`src/core/temp_limit_monitor_pkg.sv`:
```
// constants and carriers for the temperature limit monitor
package temp_limit_monitor_pkg;
  // ==========================================================
  // widths
  localparam int NUM_CHAN = 3;
  localparam int TEMP_W   = 12;
  localparam int ADDR_W   = 3;
  localparam int DATA_W   = 16;
  localparam int CFG_W    = 6;
  localparam int DEPTH_W  = 2;
  localparam int CNT_W    = 5;
  localparam int ACC_W    = TEMP_W + CNT_W;
  localparam int NUM_LIMIT = 2 * NUM_CHAN;
  // ==========================================================
  // register map
  localparam logic [ADDR_W-1:0] ADDR_AVG_CFG    = 3'h0;
  localparam logic [ADDR_W-1:0] ADDR_LIMIT_BASE = 3'h1;
  localparam logic [ADDR_W-1:0] ADDR_LIMIT_LAST = 3'h6;
  // ==========================================================
  // reset values
  localparam logic [CFG_W-1:0]  CFG_RESET        = 6'h00;
  localparam logic [TEMP_W-1:0] HIGH_LIMIT_RESET = 12'h7ff;
  localparam logic [TEMP_W-1:0] LOW_LIMIT_RESET  = 12'h800;
  // ==========================================================
  // field layout
  localparam int FLAG_W        = 3;
  localparam int FLAG_HIGH_BIT = 2;
  localparam int FLAG_LOW_BIT  = 1;
  // averaging depth code 0 means 2**2 samples
  localparam logic [2:0] LOG2_MIN_SAMPLES = 3'h2;

  typedef struct packed {
    logic                     we;
    logic                     re;
    logic [ADDR_W-1:0]        addr;
    logic [DATA_W-1:0]        wdata;
  } reg_req_s;

  typedef struct packed {
    logic signed [TEMP_W-1:0] avg;
    logic [FLAG_W-1:0]        flags;
  } chan_result_s;
endpackage

```
`src/core/temp_limit_monitor.sv`:
```
// temperature averaging and high/low limit monitor for three channels
// Function
// - internal channel averages 4/8/16/32 samples per config bits 1:0.
// - first external channel averages 4/8/16/32 samples per config bits 3:2.
// - second external channel averages 4/8/16/32 samples per config bits 5:4.
// - internal flag bit 2 set when internal average exceeds its high limit.
// - internal flag bit 1 set when internal average falls below its low limit.
// - first external flag bit 2 set when above its high limit.
// - first external flag bit 1 set when below its low limit.
// - second external flag bit 2 set when above its high limit.
// - second external flag bit 1 set when below its low limit.
// - limits are 12-bit two's complement, 0.125 C per lsb, compared signed.
// - each channel measures and monitors only while its enable bit is set.
`timescale 1ns/1ps
`default_nettype none
module temp_limit_monitor
  import temp_limit_monitor_pkg::*;
(
  input  wire logic                             i_core_clk,
  input  wire logic                             i_rst,
  input  wire reg_req_s                         i_reg,
  output logic [DATA_W-1:0]                     o_reg_rdata,
  output logic                                  o_reg_rvalid,
  input  wire logic [NUM_CHAN-1:0]              i_chan_en,
  input  wire logic [NUM_CHAN-1:0]              i_sample_valid,
  input  wire logic [NUM_CHAN-1:0][TEMP_W-1:0]  i_sample,
  output chan_result_s [NUM_CHAN-1:0]           o_result,
  output logic [NUM_CHAN-1:0]                   o_done
);

  // ==========================================================
  // register file
  logic [CFG_W-1:0]  cfg;
  logic [CFG_W-1:0]  next_cfg;
  logic [TEMP_W-1:0] limit      [NUM_LIMIT];
  logic [TEMP_W-1:0] next_limit [NUM_LIMIT];
  logic [DATA_W-1:0] next_rdata;
  logic              next_rvalid;
  logic [ADDR_W-1:0] lim_idx;

  // address 7 lies past the last limit, so writes there drop and reads give zero
  assign lim_idx = i_reg.addr - ADDR_LIMIT_BASE;

  always_comb begin
    next_cfg    = cfg;
    next_limit  = limit;
    next_rdata  = '0;
    next_rvalid = i_reg.re;
    if (i_reg.we) begin
      if (i_reg.addr == ADDR_AVG_CFG) begin
        next_cfg = i_reg.wdata[CFG_W-1:0];
      end else if (i_reg.addr <= ADDR_LIMIT_LAST) begin
        next_limit[lim_idx] = i_reg.wdata[TEMP_W-1:0];
      end
    end
    // unmapped reads return zero; reserved upper bits read zero
    if (i_reg.re) begin
      if (i_reg.addr == ADDR_AVG_CFG) begin
        next_rdata = {{(DATA_W-CFG_W){1'b0}}, cfg};
      end else if (i_reg.addr <= ADDR_LIMIT_LAST) begin
        next_rdata = {{(DATA_W-TEMP_W){1'b0}}, limit[lim_idx]};
      end
    end
  end

  always_ff @(posedge i_core_clk) begin
    if (i_rst) begin
      cfg          <= CFG_RESET;
      o_reg_rdata  <= '0;
      o_reg_rvalid <= 1'b0;
      for (int k = 0; k < NUM_LIMIT; k++) begin
        limit[k] <= (k % 2 == 0) ? HIGH_LIMIT_RESET : LOW_LIMIT_RESET;
      end
    end else begin
      cfg          <= next_cfg;
      limit        <= next_limit;
      o_reg_rdata  <= next_rdata;
      o_reg_rvalid <= next_rvalid;
    end
  end

  // ==========================================================
  // per-channel averaging and limit compare
  logic [CNT_W-1:0]        cnt         [NUM_CHAN];
  logic signed [ACC_W-1:0] acc         [NUM_CHAN];
  chan_result_s            next_result [NUM_CHAN];
  logic                    next_done   [NUM_CHAN];

  for (genvar c = 0; c < NUM_CHAN; c++) begin : g_chan
    logic [2:0]               log2n;
    logic                     last;
    logic signed [ACC_W-1:0]  sum;
    logic signed [ACC_W-1:0]  quot;
    logic signed [TEMP_W-1:0] avg_now;
    logic [CNT_W-1:0]         next_cnt;
    logic signed [ACC_W-1:0]  next_acc;

    // three-bit shift so code 3 gives 5, not a wrapped 1
    assign log2n = {1'b0, cfg[DEPTH_W*c +: DEPTH_W]} + LOG2_MIN_SAMPLES;
    // counter stops one short of the depth; the sample at that count closes the block
    assign last  = (cnt[c] == CNT_W'(6'(6'h01 << log2n) - 6'h01));

    always_comb begin
      sum            = acc[c] + ACC_W'($signed(i_sample[c]));
      quot           = sum >>> log2n;
      avg_now        = quot[TEMP_W-1:0];
      next_cnt       = cnt[c];
      next_acc       = acc[c];
      next_result[c] = o_result[c];
      next_done[c]   = 1'b0;
      if (!i_chan_en[c]) begin
        next_cnt             = '0;
        next_acc             = '0;
        next_result[c].flags = '0;
      end else if (i_sample_valid[c]) begin
        if (last) begin
          next_cnt             = '0;
          next_acc             = '0;
          next_done[c]         = 1'b1;
          next_result[c].avg   = avg_now;
          next_result[c].flags = '0;
          // signed compare on 0.125 C codes
          next_result[c].flags[FLAG_HIGH_BIT] = avg_now > $signed(limit[2*c]);
          next_result[c].flags[FLAG_LOW_BIT]  = avg_now < $signed(limit[2*c+1]);
        end else begin
          next_cnt = cnt[c] + CNT_W'(1);
          next_acc = sum;
        end
      end
    end

    always_ff @(posedge i_core_clk) begin
      if (i_rst) begin
        cnt[c] <= '0;
        acc[c] <= '0;
      end else begin
        cnt[c] <= next_cnt;
        acc[c] <= next_acc;
      end
    end
  end

  // ==========================================================
  // result registers
  // one process writes the packed outputs so each bit has a single writer
  always_ff @(posedge i_core_clk) begin
    for (int c = 0; c < NUM_CHAN; c++) begin
      if (i_rst) begin
        o_result[c] <= '0;
        o_done[c]   <= 1'b0;
      end else begin
        o_result[c] <= next_result[c];
        o_done[c]   <= next_done[c];
      end
    end
  end

  // ==========================================================
  // checks
  // $past picks the depth and limits that stood at the closing sample edge
  int_depth_a: assert property (@(posedge i_core_clk) disable iff (i_rst)
    o_done[0] |-> {1'b0, $past(cnt[0])} ==
      6'(6'(6'h01 << ({1'b0, $past(cfg[1:0])} + LOG2_MIN_SAMPLES)) - 6'h01))
    else $error("internal average used wrong sample count");
  ext1_depth_a: assert property (@(posedge i_core_clk) disable iff (i_rst)
    o_done[1] |-> {1'b0, $past(cnt[1])} ==
      6'(6'(6'h01 << ({1'b0, $past(cfg[3:2])} + LOG2_MIN_SAMPLES)) - 6'h01))
    else $error("ext1 average used wrong sample count");
  ext2_depth_a: assert property (@(posedge i_core_clk) disable iff (i_rst)
    o_done[2] |-> {1'b0, $past(cnt[2])} ==
      6'(6'(6'h01 << ({1'b0, $past(cfg[5:4])} + LOG2_MIN_SAMPLES)) - 6'h01))
    else $error("ext2 average used wrong sample count");
  int_high_a: assert property (@(posedge i_core_clk) disable iff (i_rst)
    o_done[0] |-> o_result[0].flags[FLAG_HIGH_BIT] ==
      (o_result[0].avg > $signed($past(limit[0]))))
    else $error("internal high flag wrong");
  int_low_a: assert property (@(posedge i_core_clk) disable iff (i_rst)
    o_done[0] |-> o_result[0].flags[FLAG_LOW_BIT] ==
      (o_result[0].avg < $signed($past(limit[1]))))
    else $error("internal low flag wrong");
  ext1_high_a: assert property (@(posedge i_core_clk) disable iff (i_rst)
    o_done[1] |-> o_result[1].flags[FLAG_HIGH_BIT] ==
      (o_result[1].avg > $signed($past(limit[2]))))
    else $error("ext1 high flag wrong");
  ext1_low_a: assert property (@(posedge i_core_clk) disable iff (i_rst)
    o_done[1] |-> o_result[1].flags[FLAG_LOW_BIT] ==
      (o_result[1].avg < $signed($past(limit[3]))))
    else $error("ext1 low flag wrong");
  ext2_high_a: assert property (@(posedge i_core_clk) disable iff (i_rst)
    o_done[2] |-> o_result[2].flags[FLAG_HIGH_BIT] ==
      (o_result[2].avg > $signed($past(limit[4]))))
    else $error("ext2 high flag wrong");
  ext2_low_a: assert property (@(posedge i_core_clk) disable iff (i_rst)
    o_done[2] |-> o_result[2].flags[FLAG_LOW_BIT] ==
      (o_result[2].avg < $signed($past(limit[5]))))
    else $error("ext2 low flag wrong");
  chan_off_a: assert property (@(posedge i_core_clk) disable iff (i_rst)
    !i_chan_en[1] |=> (o_result[1].flags == '0) && !o_done[1])
    else $error("disabled channel still monitoring");
  int_off_a: assert property (@(posedge i_core_clk) disable iff (i_rst)
    !i_chan_en[0] |=> (o_result[0].flags == '0) && !o_done[0])
    else $error("disabled internal channel still monitoring");
  ext2_off_a: assert property (@(posedge i_core_clk) disable iff (i_rst)
    !i_chan_en[2] |=> (o_result[2].flags == '0) && !o_done[2])
    else $error("disabled ext2 channel still monitoring");
  int_hold_a: assert property (@(posedge i_core_clk) disable iff (i_rst)
    $changed(o_result[0].avg) |-> o_done[0])
    else $error("internal average moved without completion");
  ext1_hold_a: assert property (@(posedge i_core_clk) disable iff (i_rst)
    $changed(o_result[1].avg) |-> o_done[1])
    else $error("ext1 average moved without completion");
  ext2_hold_a: assert property (@(posedge i_core_clk) disable iff (i_rst)
    $changed(o_result[2].avg) |-> o_done[2])
    else $error("ext2 average moved without completion");
  depth_read_a: assert property (@(posedge i_core_clk) disable iff (i_rst)
    (i_reg.re && i_reg.addr == ADDR_AVG_CFG) |=> o_reg_rvalid &&
      (o_reg_rdata[CFG_W-1:0] == $past(cfg)) && (o_reg_rdata[DATA_W-1:CFG_W] == '0))
    else $error("averaging config read back wrong");
  limit_width_a: assert property (@(posedge i_core_clk) disable iff (i_rst)
    o_reg_rvalid |-> (o_reg_rdata[DATA_W-1:TEMP_W] == '0))
    else $error("limit read shows bits above twelve");
  read_answer_a: assert property (@(posedge i_core_clk) disable iff (i_rst)
    i_reg.re |=> o_reg_rvalid)
    else $error("register read got no answer");
  flag_spare_a: assert property (@(posedge i_core_clk) disable iff (i_rst)
    (o_result[0].flags[0] | o_result[1].flags[0] | o_result[2].flags[0]) == 1'b0)
    else $error("unused flag bit set");

endmodule
`default_nettype wire

```
`config.mk`:
```
export PLATFORM = sky130hd
export DESIGN_NAME = temp_limit_monitor
export DESIGN_NICKNAME = d
export VERILOG_FILES = /design/src/core/temp_limit_monitor_pkg.sv /design/src/core/temp_limit_monitor.sv
export SDC_FILE = /design/constraint.sdc
export NUM_CORES = 1
export LEC_CHECK = 0
export ABC_AREA = 1
export BUFFER_PORTS_ARGS = -buffer_cell sky130_fd_sc_hd__buf_2
export CORE_ASPECT_RATIO = 0.5
export CORE_MARGIN = 2
export CORE_UTILIZATION = 25
export CTS_BUF_LIST = sky130_fd_sc_hd__clkbuf_8
export DETAILED_ROUTE_END_ITERATION = 10
export MAX_ROUTING_LAYER = met4
export PLACE_DENSITY = 0.45
export SLEW_MARGIN = 20
export SYNTH_ARGS = -nofsm -noshare
export SYNTH_HDL_FRONTEND = slang
export SYNTH_SLANG_ARGS = --single-unit
```
`constraint.sdc`:
```
create_clock -name i_core_clk -period 4.15 [get_ports i_core_clk]
set_input_delay 1.0375 -clock i_core_clk [delete_from_list [all_inputs] [get_ports i_core_clk]]
set_output_delay 1.0375 -clock i_core_clk [all_outputs]
set_load 0.02 [all_outputs]
```
==> reports/qor.yml, run 1 <==
outcome: "finished, final reports clean"
finalSetupViolations: 0
power.total_mw: 5.87
clockRootBuffer: "clkbuf_8"
finish.utilization: 0.317
timing.fmax_mhz: 257
via_per_inst: 4.46
maxSlewViolCount: 0
crit_chain: "buf_2, ha_2, inv_1, fa_1, nand3b_1, nand2_1, a21oi_1, o21ai_2, nand2_1, nand2_1, xnor2_1, o21ai_1, nand2_1, o21ai_1, buf_4, ha_1, nand2_1, inv_1, o21ai_0, a21oi_2, o31ai_1, o21ai_1, o311ai_0, a21oi_1"
reg2reg_depth: 23
rsz0062_at_grt: "true"
synth-simple-area-share: 0.234
synth_edf_count: 0
crit_top_cell: "nand2_1"
clock_skew_ps: 28.2
drc: 0
hold_buffers: 0
path_clk_slew_ps: 70
core_area_mm2: 0.0517
finalCritPeriodShare: 0.939
cts_buffer_depth: 3
cp.depth: 24
ys.warnings.count: 0
synth_area_mm2: 0.0130
wire_per_inst_um: 14.9
yosys.area.top_type_share: 0.311
htreeDepth: 2
place.port_buffers: 118
dpl.hpwl_um: 32300
syn_area_per_cell_um2: 6.89
dp_cells: 2798
cp-startpoint: "i_sample[12]"
cp_slowest_cell: "fa_1"
synth_top_family_by_area: "simple AND/OR/NAND/NOR gates"
routed_wl_um: 42900
grt_overflow: 0
max_stage_delay_ps: 400
drtIter0Drc: 695
min_period_ps: 3900
nets: 2331
die_w_um: 326
drv_cap: 0
critPathTopFamily: "compound AO/OA/AOI/OAI gates"
path_max_fanout: 3
clock-sinks: 202
worstSetupStartpointType: "primary input"
dieArea_mm2: 0.0539
final_layout_size_suffix_gt1_frac: 0.180
cts_tree: "done"
ioPinCount: 130
critical_path_required_ps: 4580
worstMarginPinSlew_ps: 849
reg2reg_slack_ps: 470
drt-pass1-iter-count: 5
synthXorXnorAreaFrac: 0.0229
grt_max_degree: 104
hp-class: "flip-flop to flip-flop"
grt_pass1_wl_um: 66000
insertion_delay_ps: 570
cp-endpoint: "o_result[17]"
syn_inst: 1885
place.gp.congestion: 0.831
initial_core_util: 0.251
power.leakage_nw: 8.26
synthAdderAreaFrac: 0.123
endpoint_kind: "flip-flop"
maxSlewHeadroom: 0.433
antenna_found_initial: 2
r2r_end: "o_result[17]"
hold_violations: 0
synth-compound-area-share: 0.205
area_delta_synth_final_pct: 26.0
grtUsageTotal: 0.161
synth-seq-cells: 202
whs_path_depth: 2
ir_drop_mv: 0.138
drtAntennaViolNets: 0
synth_area_leaders: "dfxtp_1, nand2_1, ha_1, inv_1, a21oi_1"
power.density_mw_per_mm2: 359
criticalPathCategory: "primary input to flip-flop"
muxShareOfSynthArea: 0.000770
grt_pass1_vias: 11800
synth_top_area_cell: "dfxtp_1"
final_cell_count_no_fill: 2873
numCtsBuffers: 39
vias: 12800
async_reset_ff_frac: 0
rows: 59
yosys_most_used_dff: "dfxtp_1"
yosysSeqAreaShare: 0.311
arrival_ps: 4320
die_h_um: 165
critPathBufInv: 4
postPlaceCellArea_mm2: 0.0154
stdcell_area_mm2: 0.0164
rr_startpoint: "acc[1][0]"
synth_cell_types: 57
## flip-flops by register name, indices dropped and copies added (netlist names)
register and cells:
o_done 3, o_reg_rdata 12, o_reg_rvalid 1, cnt 15, o_result 42, cfg 6
acc 51, limit 72
## worst min-delay path, cell delays in order (launching register included)
cell and delay (ps):
dfxtp_1 310, nand2_1 60, a21oi_1 50
## worst min-delay path by stage
stage | from | to
global route | acc[2][0] | acc[2][0]
finish | acc[2][15] | acc[2][15]
CTS | acc[2][0] | acc[2][0]
detailed placement | o_result[16] | o_result[16]
global placement | o_result[16] | o_result[16]
floorplan | limit[24] | limit[24]
## synth_stat cells (5+ instances only)
cell and n:
a211oi_1 7, a21o_1 8, a21oi_1 180, a31oi_1 6, buf_2 16, buf_4 8
clkbuf_1 43, dfxtp_1 202, ha_1 123, inv_1 256, nand2_1 466, nand3_1 107
nand3b_1 7, nand4_1 16, nor2_1 77, nor2_4 5, nor3_1 12, o211ai_1 29
o21a_1 7, o21ai_0 139, o21ai_1 15, o21bai_1 32, o22ai_1 26, or2_1 9
or2_2 10, xnor2_1 20, xor2_1 14
## final cells by class
type | instances | area [um2]
sequential | 202 | 4040
tap | 701 | 877
timing repair buffer | 279 | 1810
inverter | 263 | 991
clock buffer | 49 | 674
clock inverter | 22 | 249
antenna | 2 | 5.00
fill | 5722 | 35300
multi-input combinational | 1355 | 7720
## logic make-up after synthesis
| kind of cell | after synthesis |
|---|---|
| buffers and inverters | 334 |
| DFF | 202 |
| xor gates and xnor gates | 34 |
| and+or+nand+nor | 719 |
| AOI/OAI and AO/OA | 468 |
| other | 1 |
| adders and majority gates | 126 |
| muxes | 1 |
## placed cells by master (no fill, tap or decap), drive strengths merged, types with 3 or more instances in the layout
master,n
buf,279
clkinv,11
nor2,86
o211ai,29
or2,19
nand2,467
xor2,14
o21a,7
conb,7
nor3,13
a31o,4
a21oi,182
o22ai,27
nand4,16
ha,123
a211oi,8
bufinv,6
a21o,8
clkbuf,49
o21ai,155
a31oi,6
dfxtp,202
inv,268
nand3,107
fa,3
nand3b,7
o21bai,32
xnor2,20
## metal layers
layer	global-route usage	up-vias	part of all wire
met1	0.211	5819	0.49
met3	0.0257	51	0.039
met5	-	-	0
met4	0.0388	0	0.017
met2	0.259	186	0.45
li1	-	6746	-
## through the flow
stage	hold slack [ps]	setup slack, ps	setup TNS (ps)
2_1_floorplan	439	206	0
5_1_grt	486	-47.2	-47.2
3_3_place_gp	456	-329	-1740
4_1_cts	472	229	0
6_report	467	253	0
3_5_place_dp	455	-362	-1970
## what timing repair did
| item | in CTS | in global routing |
|---|---|---|
| gates resized for setup | 0 | 19 |
| setup endpoints to repair | 0 | 6 |
| buffers inserted | 0 | 2 |
## power by group
part	internal, mW	leakage (nW)	total (mW)	switching (mW)
registers	2.00	1.64	2.03	0.0313
logic	0.605	6.11	1.41	0.810
clock network	1.44	0.512	2.43	0.987
Power figures use the tool's default switching activity.
==> run 2: changes to the inputs <==
ABC_AREA = not set   (was 1)
BUFFER_PORTS_ARGS = -buffer_cell sky130_fd_sc_hd__buf_4   (was -buffer_cell sky130_fd_sc_hd__buf_2)
SLEW_MARGIN = not set   (was 20)
==> reports/qor.yml, run 2 <==
rows: 58  # -1.7%
clock-sinks: 202  # unchanged
endpoint_kind: "flip-flop"
power.net_switching_mw: 1.79  # -2.3%
via_per_inst: 4.70  # +5.5%
grt_pass1_wl_um: 67600  # +2.5%
finalSetupViolations: 0  # unchanged
path_max_fanout: 3  # unchanged
rsz0062_at_grt: "true"
grt_pass1_vias: 11800  # -0.49%
worstSetupStartpointType: "primary input"
synth_area_leaders: "dfxtp_1, ha_1, nand2_1, a21oi_1, mux2i_1"
die_w_um: 325  # -0.47%
swShare: 0.320  # +0.00910
maxSlewHeadroom: 0.287  # -0.146
place.port_buffers: 118  # unchanged
synth_top_area_cell: "dfxtp_1"
async_reset_ff_frac: 0  # unchanged
final_layout_size_suffix_gt1_frac: 0.271  # +0.0912
worstMarginPinSlew_ps: 1070  # +219 ps
yosysMostFrequentCell: "dfxtp_1"
dpl.hpwl_um: 32900  # +1.6%
synth-seq-cells: 202  # unchanged
syn_area_per_cell_um2: 8.16  # +18%
ioPinCount: 130  # unchanged
arrival_ps: 4520  # +200 ps
clockPowerShare: 0.357  # -0.057
grtUsageTotal: 0.166  # +0.00526
power.total_mw: 5.57  # -5.1%
critical_path_required_ps: 4600  # +20 ps
reg_top3: "limit: 72 flops, acc: 51 flops, o_result: 42 flops"
hp-class: "flip-flop to flip-flop"
intPower_mw: 3.79  # -6.3%
initial_core_util: 0.255  # +0.00338
n_fill_cell: 5347  # -6.6%
nets: 2092  # -10%
drc: 0  # unchanged
finalCritPeriodShare: 0.980  # +0.0408
outcome: "finished, final reports clean"
grt_overflow: 0  # unchanged
synth_edf_count: 0  # unchanged
hold_violations: 0  # unchanged
wire_per_inst_um: 16.8  # +12%
power.leakage_nw: 7.58  # -8.3%
combPwrFrac: 0.279  # +0.038
finish.utilization: 0.342  # +0.0248
hold_buffers: 0  # unchanged
synth_cell_types: 82  # +44%
antenna_cells: 0  # -2
power.density_mw_per_mm2: 323  # -9.9%
ir_drop_mv: 0.162  # +17%
multi_input_area_mm2: 0.00846  # +9.6%
maxSlewViolCount: 0  # unchanged
regMostFlops: "limit"
regArea_mm2: 0.00404  # unchanged
final_common_cell: "buf_4"
grt_max_degree: 57  # -45%
drt-pass1-iter-count: 5  # unchanged
synth_area_mm2: 0.0129  # -0.94%
antenna_found_initial: 0  # -2
yosysSeqAreaShare: 0.314  # +0.00296
drtAntennaViolNets: 0  # unchanged
clock_skew_ps: 29.8  # +1.57 ps
path_clk_slew_ps: 60  # about the same
postPlaceCellArea_mm2: 0.0162  # +5.2%
htreeDepth: 2  # unchanged
drtIter0Drc: 616  # -11%
synth_commonest_cells: "dfxtp_1, nand2_1, nor2_1"
drv_cap: 0  # unchanged
final_cell_mix: "buf_4, dfxtp_1, nand2_1"
cts_tree: "done"
largest_reg_flops: 72  # unchanged
yosys_most_used_dff: "dfxtp_1"
clockRootBuffer: "clkbuf_8"
area_delta_synth_final_pct: 34.1
syn_inst: 1577  # -16%
routed_wl_um: 43800  # +2.2%
insertion_delay_ps: 570  # about the same
die_h_um: 164  # -0.46%
dieArea_mm2: 0.0534  # -0.93%
power_frac_seq: 0.364  # +0.019
stdcell_area_mm2: 0.0173  # +5.4%
criticalPathCategory: "primary input to flip-flop"
cts_buffer_depth: 3  # unchanged
yosys.area.top_type_share: 0.314  # +0.00296
numCtsBuffers: 37  # -5.1%
place.gp.congestion: 0.857  # +3.1%
min_period_ps: 4070  # +169 ps
vias: 12300  # -3.9%
ys.warnings.count: 0  # unchanged
timing.fmax_mhz: 246  # -4.2%
core_area_mm2: 0.0505  # -2.3%
-- run 2: cell count changes after synthesis, moves of 54 or more --
cell     before  now
inv_1       256  100
nor2_1       77  133
nand2_1     466  175
a21oi_1     180  118
nand3_1     107   51
mux2i_1       1   55
o21ai_0     139   77
-- run 2: critical path, cell delays in order --
cell	delay (ps)
buf_6	100
ha_4	150
inv_2	50
fa_2	210
nor2b_4	50
o31a_2	290
o21a_1	200
o21ai_2	130
nand2b_1	140
xor2_2	220
buf_4	150
mux4_2	540
ha_1	330
nand3_1	80
a21o_1	160
a211oi_1	310
o22ai_2	140
a32o_1	220
-- run 2: kinds of logic (layout without fill, tap and decap cells) --
group                    Yosys count  after routing  share of synthesized area
AND/OR/NAND/NOR                  520            520                      0.189
AO/OA/AOI/OAI                    408            408                      0.209
flip-flops                       202            202                      0.314
buffers and inverters            190            534                     0.0581
adder cells (fa/ha/maj)          126            126                      0.124
multiplexers                      73             73                     0.0664
XOR/XNOR                          57             57                     0.0394
other                              1              7                   0.000291
-- run 2: final cells by class --
type,count,share of cell area
multi-input combinational,1191,0.491
timing repair buffer,366,0.160
inverter,103,0.0224
tap,690,0.0500
sequential,202,0.234
clock inverter,20,0.00653
clock buffer,45,0.0359
-- run 2: layer usage --
layer	part of all wire	wire, um	vias to the layer above	GRT usage
met1	0.49	21400	5765	0.220
met2	0.45	19800	181	0.264
li1	-	-	6290	-
met4	0.023	1030	0	0.0442
met5	0	0	-	-
met3	0.038	1650	70	0.0253
-- run 2: repair_timing --
action,in CTS,in global routing
gates resized for setup,11,60
pin swaps,1,35
setup buffers,2,7
hold endpoints to repair,0,0
setup endpoints to repair,5,6
-- run 2: stage by stage --
stage	cells	hold slack (ps)	setup TNS, ps	setup WS, ps
global route	2617	476	-203	-115
CTS	2610	454	-14.6	-14.6
detailed placement	2543	447	-3940	-751
floorplan	1583	445	-287	-161
finish	2617	454	0	83.3
global placement	2543	443	-3730	-701
-- run 2: path summary, 6_finish.rpt --
path,start,endpoint,slack [ps],depth (start not counted)
min,o_result[24],o_result[24],450,2
max reg2reg,acc[0][0],o_result[1],310,17
max,i_sample[0],o_result[1],80,18
min reg2reg,o_result[24],o_result[24],450,2
-- run 2: power groups by stage --
stage	clock, mW	sequential (mW)	combinational [mW]
6_report	1.99	2.03	1.55
5_1_grt	2.16	2.03	1.72
4_1_cts	2.08	2.03	1.49
3_5_place_dp	0	2.07	1.48
3_3_place_gp	0	2.07	1.47
2_1_floorplan	0	2.06	0.795
==> run 3: changes to the inputs <==
==> constraint.sdc (replaced) <==
create_clock -name i_core_clk -period 4.15 [get_ports i_core_clk]
set_input_delay 0.83 -clock i_core_clk [delete_from_list [all_inputs] [get_ports i_core_clk]]
set_output_delay 0.83 -clock i_core_clk [all_outputs]
set_load 0.02 [all_outputs]
==> reports/qor.yml, run 3 (same netlist as run 2, synthesis figures left out) <==
routed_wl_um: 43100  # -1.8%
nets: 2069  # -1.1%
dieArea_mm2: 0.0534  # unchanged
final_common_cell: "buf_4"
hold_violations: 0  # unchanged
reg_top3: "limit: 72 flops, acc: 51 flops, o_result: 42 flops"
finish.utilization: 0.335  # -0.00659
clock-sinks: 202  # unchanged
setup_ws_ps: 200  # +117 ps
outcome: "finished, final reports clean"
maxSlewViolCount: 0  # unchanged
largest_reg_flops: 72  # unchanged
ioPinCount: 130  # unchanged
drv_cap: 0  # unchanged
insertion_delay_ps: 570  # about the same
path_clk_slew_ps: 70  # about the same
die_w_um: 325  # unchanged
drtIter0Drc: 759  # +23%
clock_skew_ps: 39.0  # +9.18 ps
htreeDepth: 2  # unchanged
numCtsBuffers: 37  # unchanged
worstSetupStartpointType: "primary input"
rows: 58  # unchanged
endpoint_kind: "flip-flop"
antenna_found_initial: 0  # unchanged
power.total_mw: 5.55  # -0.46%
min_period_ps: 3950  # -117 ps
maxSlewHeadroom: 0.297  # +0.0102
critical_path_required_ps: 4640  # +40 ps
criticalPathCategory: "primary input to flip-flop"
regMostFlops: "limit"
setup-tns-final_ps: 0  # unchanged
worstMarginPinSlew_ps: 1050  # -15.3 ps
arrival_ps: 4440  # -80 ps
area_delta_synth_final_pct: 31.5
initial_core_util: 0.255  # unchanged
antenna_cells: 0  # unchanged
drt-pass1-iter-count: 6  # +1
die_h_um: 164  # unchanged
drtAntennaViolNets: 0  # unchanged
cts_buffer_depth: 3  # unchanged
vias: 12200  # -0.56%
clockRootBuffer: "clkbuf_8"
via_per_inst: 4.72  # +0.32%
hp-class: "flip-flop to flip-flop"
finalCritPeriodShare: 0.952  # -0.0282
grtUsageTotal: 0.163  # -0.00287
final_cell_mix: "buf_4, dfxtp_1, nand2_1"
hold_buffers: 0  # unchanged
grt_max_degree: 57  # unchanged
power.leakage_nw: 7.42  # -2.1%
timing.fmax_mhz: 253  # +3.0%
place.gp.congestion: 0.836  # -2.5%
dpl.hpwl_um: 32500  # -1.1%
cts_tree: "done"
grt_overflow: 0  # unchanged
postPlaceCellArea_mm2: 0.0160  # -1.1%
ir_drop_mv: 0.176  # +8.9%
place_ws_ps: -529  # +222 ps
power.density_mw_per_mm2: 328  # +1.5%
final_layout_size_suffix_gt1_frac: 0.247  # -0.0240
grt_pass1_vias: 11700  # -0.57%
place.port_buffers: 118  # unchanged
path_max_fanout: 4  # +1
finalSetupViolations: 0  # unchanged
stdcell_area_mm2: 0.0169  # -1.9%
drc: 0  # unchanged
wire_per_inst_um: 16.6  # -0.90%
core_area_mm2: 0.0505  # unchanged
grt_pass1_wl_um: 66900  # -1.2%
[run 3: path summary, 6_finish.rpt]
kind	start	endpoint	slack, ps	depth (start not counted)
max reg2reg	acc[1][1]	o_result[16]	260	18
min	o_result[24]	o_result[24]	460	2
max	i_sample[13]	o_result[16]	200	19
min reg2reg	o_result[24]	o_result[24]	460	2
[run 3: area by class of cell]
type                       instances  area [um2]
sequential                       202        4040
fill                            5341       33600
multi-input combinational       1191        8290
timing repair buffer             343        2580
clock inverter                    17        98.8
clock buffer                      48         661
inverter                         103         387
tap                              690         863
[run 3: what timing repair did]
action	CTS	global route
buffers inserted	0	2
setup endpoints to repair	0	6
gates resized for setup	0	42
[run 3: where the power goes]
| group | switching (mW) | internal [mW] | leakage [nW] |
|---|---|---|---|
| Combinational | 0.778 | 0.714 | 5.35 |
| Clock | 0.931 | 1.10 | 0.434 |
| Sequential | 0.0358 | 1.99 | 1.64 |
[run 3: per-layer routing]
| metal | global-route usage | vias up | wire [um] |
|---|---|---|---|
| li1 | - | 6224 | - |
| met1 | 0.220 | 5741 | 21200 |
| met2 | 0.258 | 230 | 19400 |
| met3 | 0.0267 | 42 | 1820 |
| met4 | 0.0337 | 0 | 606 |
| met5 | - | - | 0 |
[run 3: critical path, cell delays in order]
cell      delay (ps)
buf_4            110
ha_1             280
a21o_1           160
a21oi_1          190
o211ai_1         150
buf_4            170
nand2_1           70
o21ai_0          130
o41a_1           480
mux4_2           570
ha_1             310
nor2b_1          130
o21ai_0          140
nand2b_1          70
a21oi_1          160
nor2b_1           60
o21ai_0          160
a32oi_1          140
o22ai_1          120
[run 3: through the flow]
stage,std cells,hold slack [ps]
2_1_floorplan,1583,445
3_3_place_gp,2527,451
3_5_place_dp,2527,454
4_1_cts,2592,464
5_1_grt,2594,481
6_report,2594,459
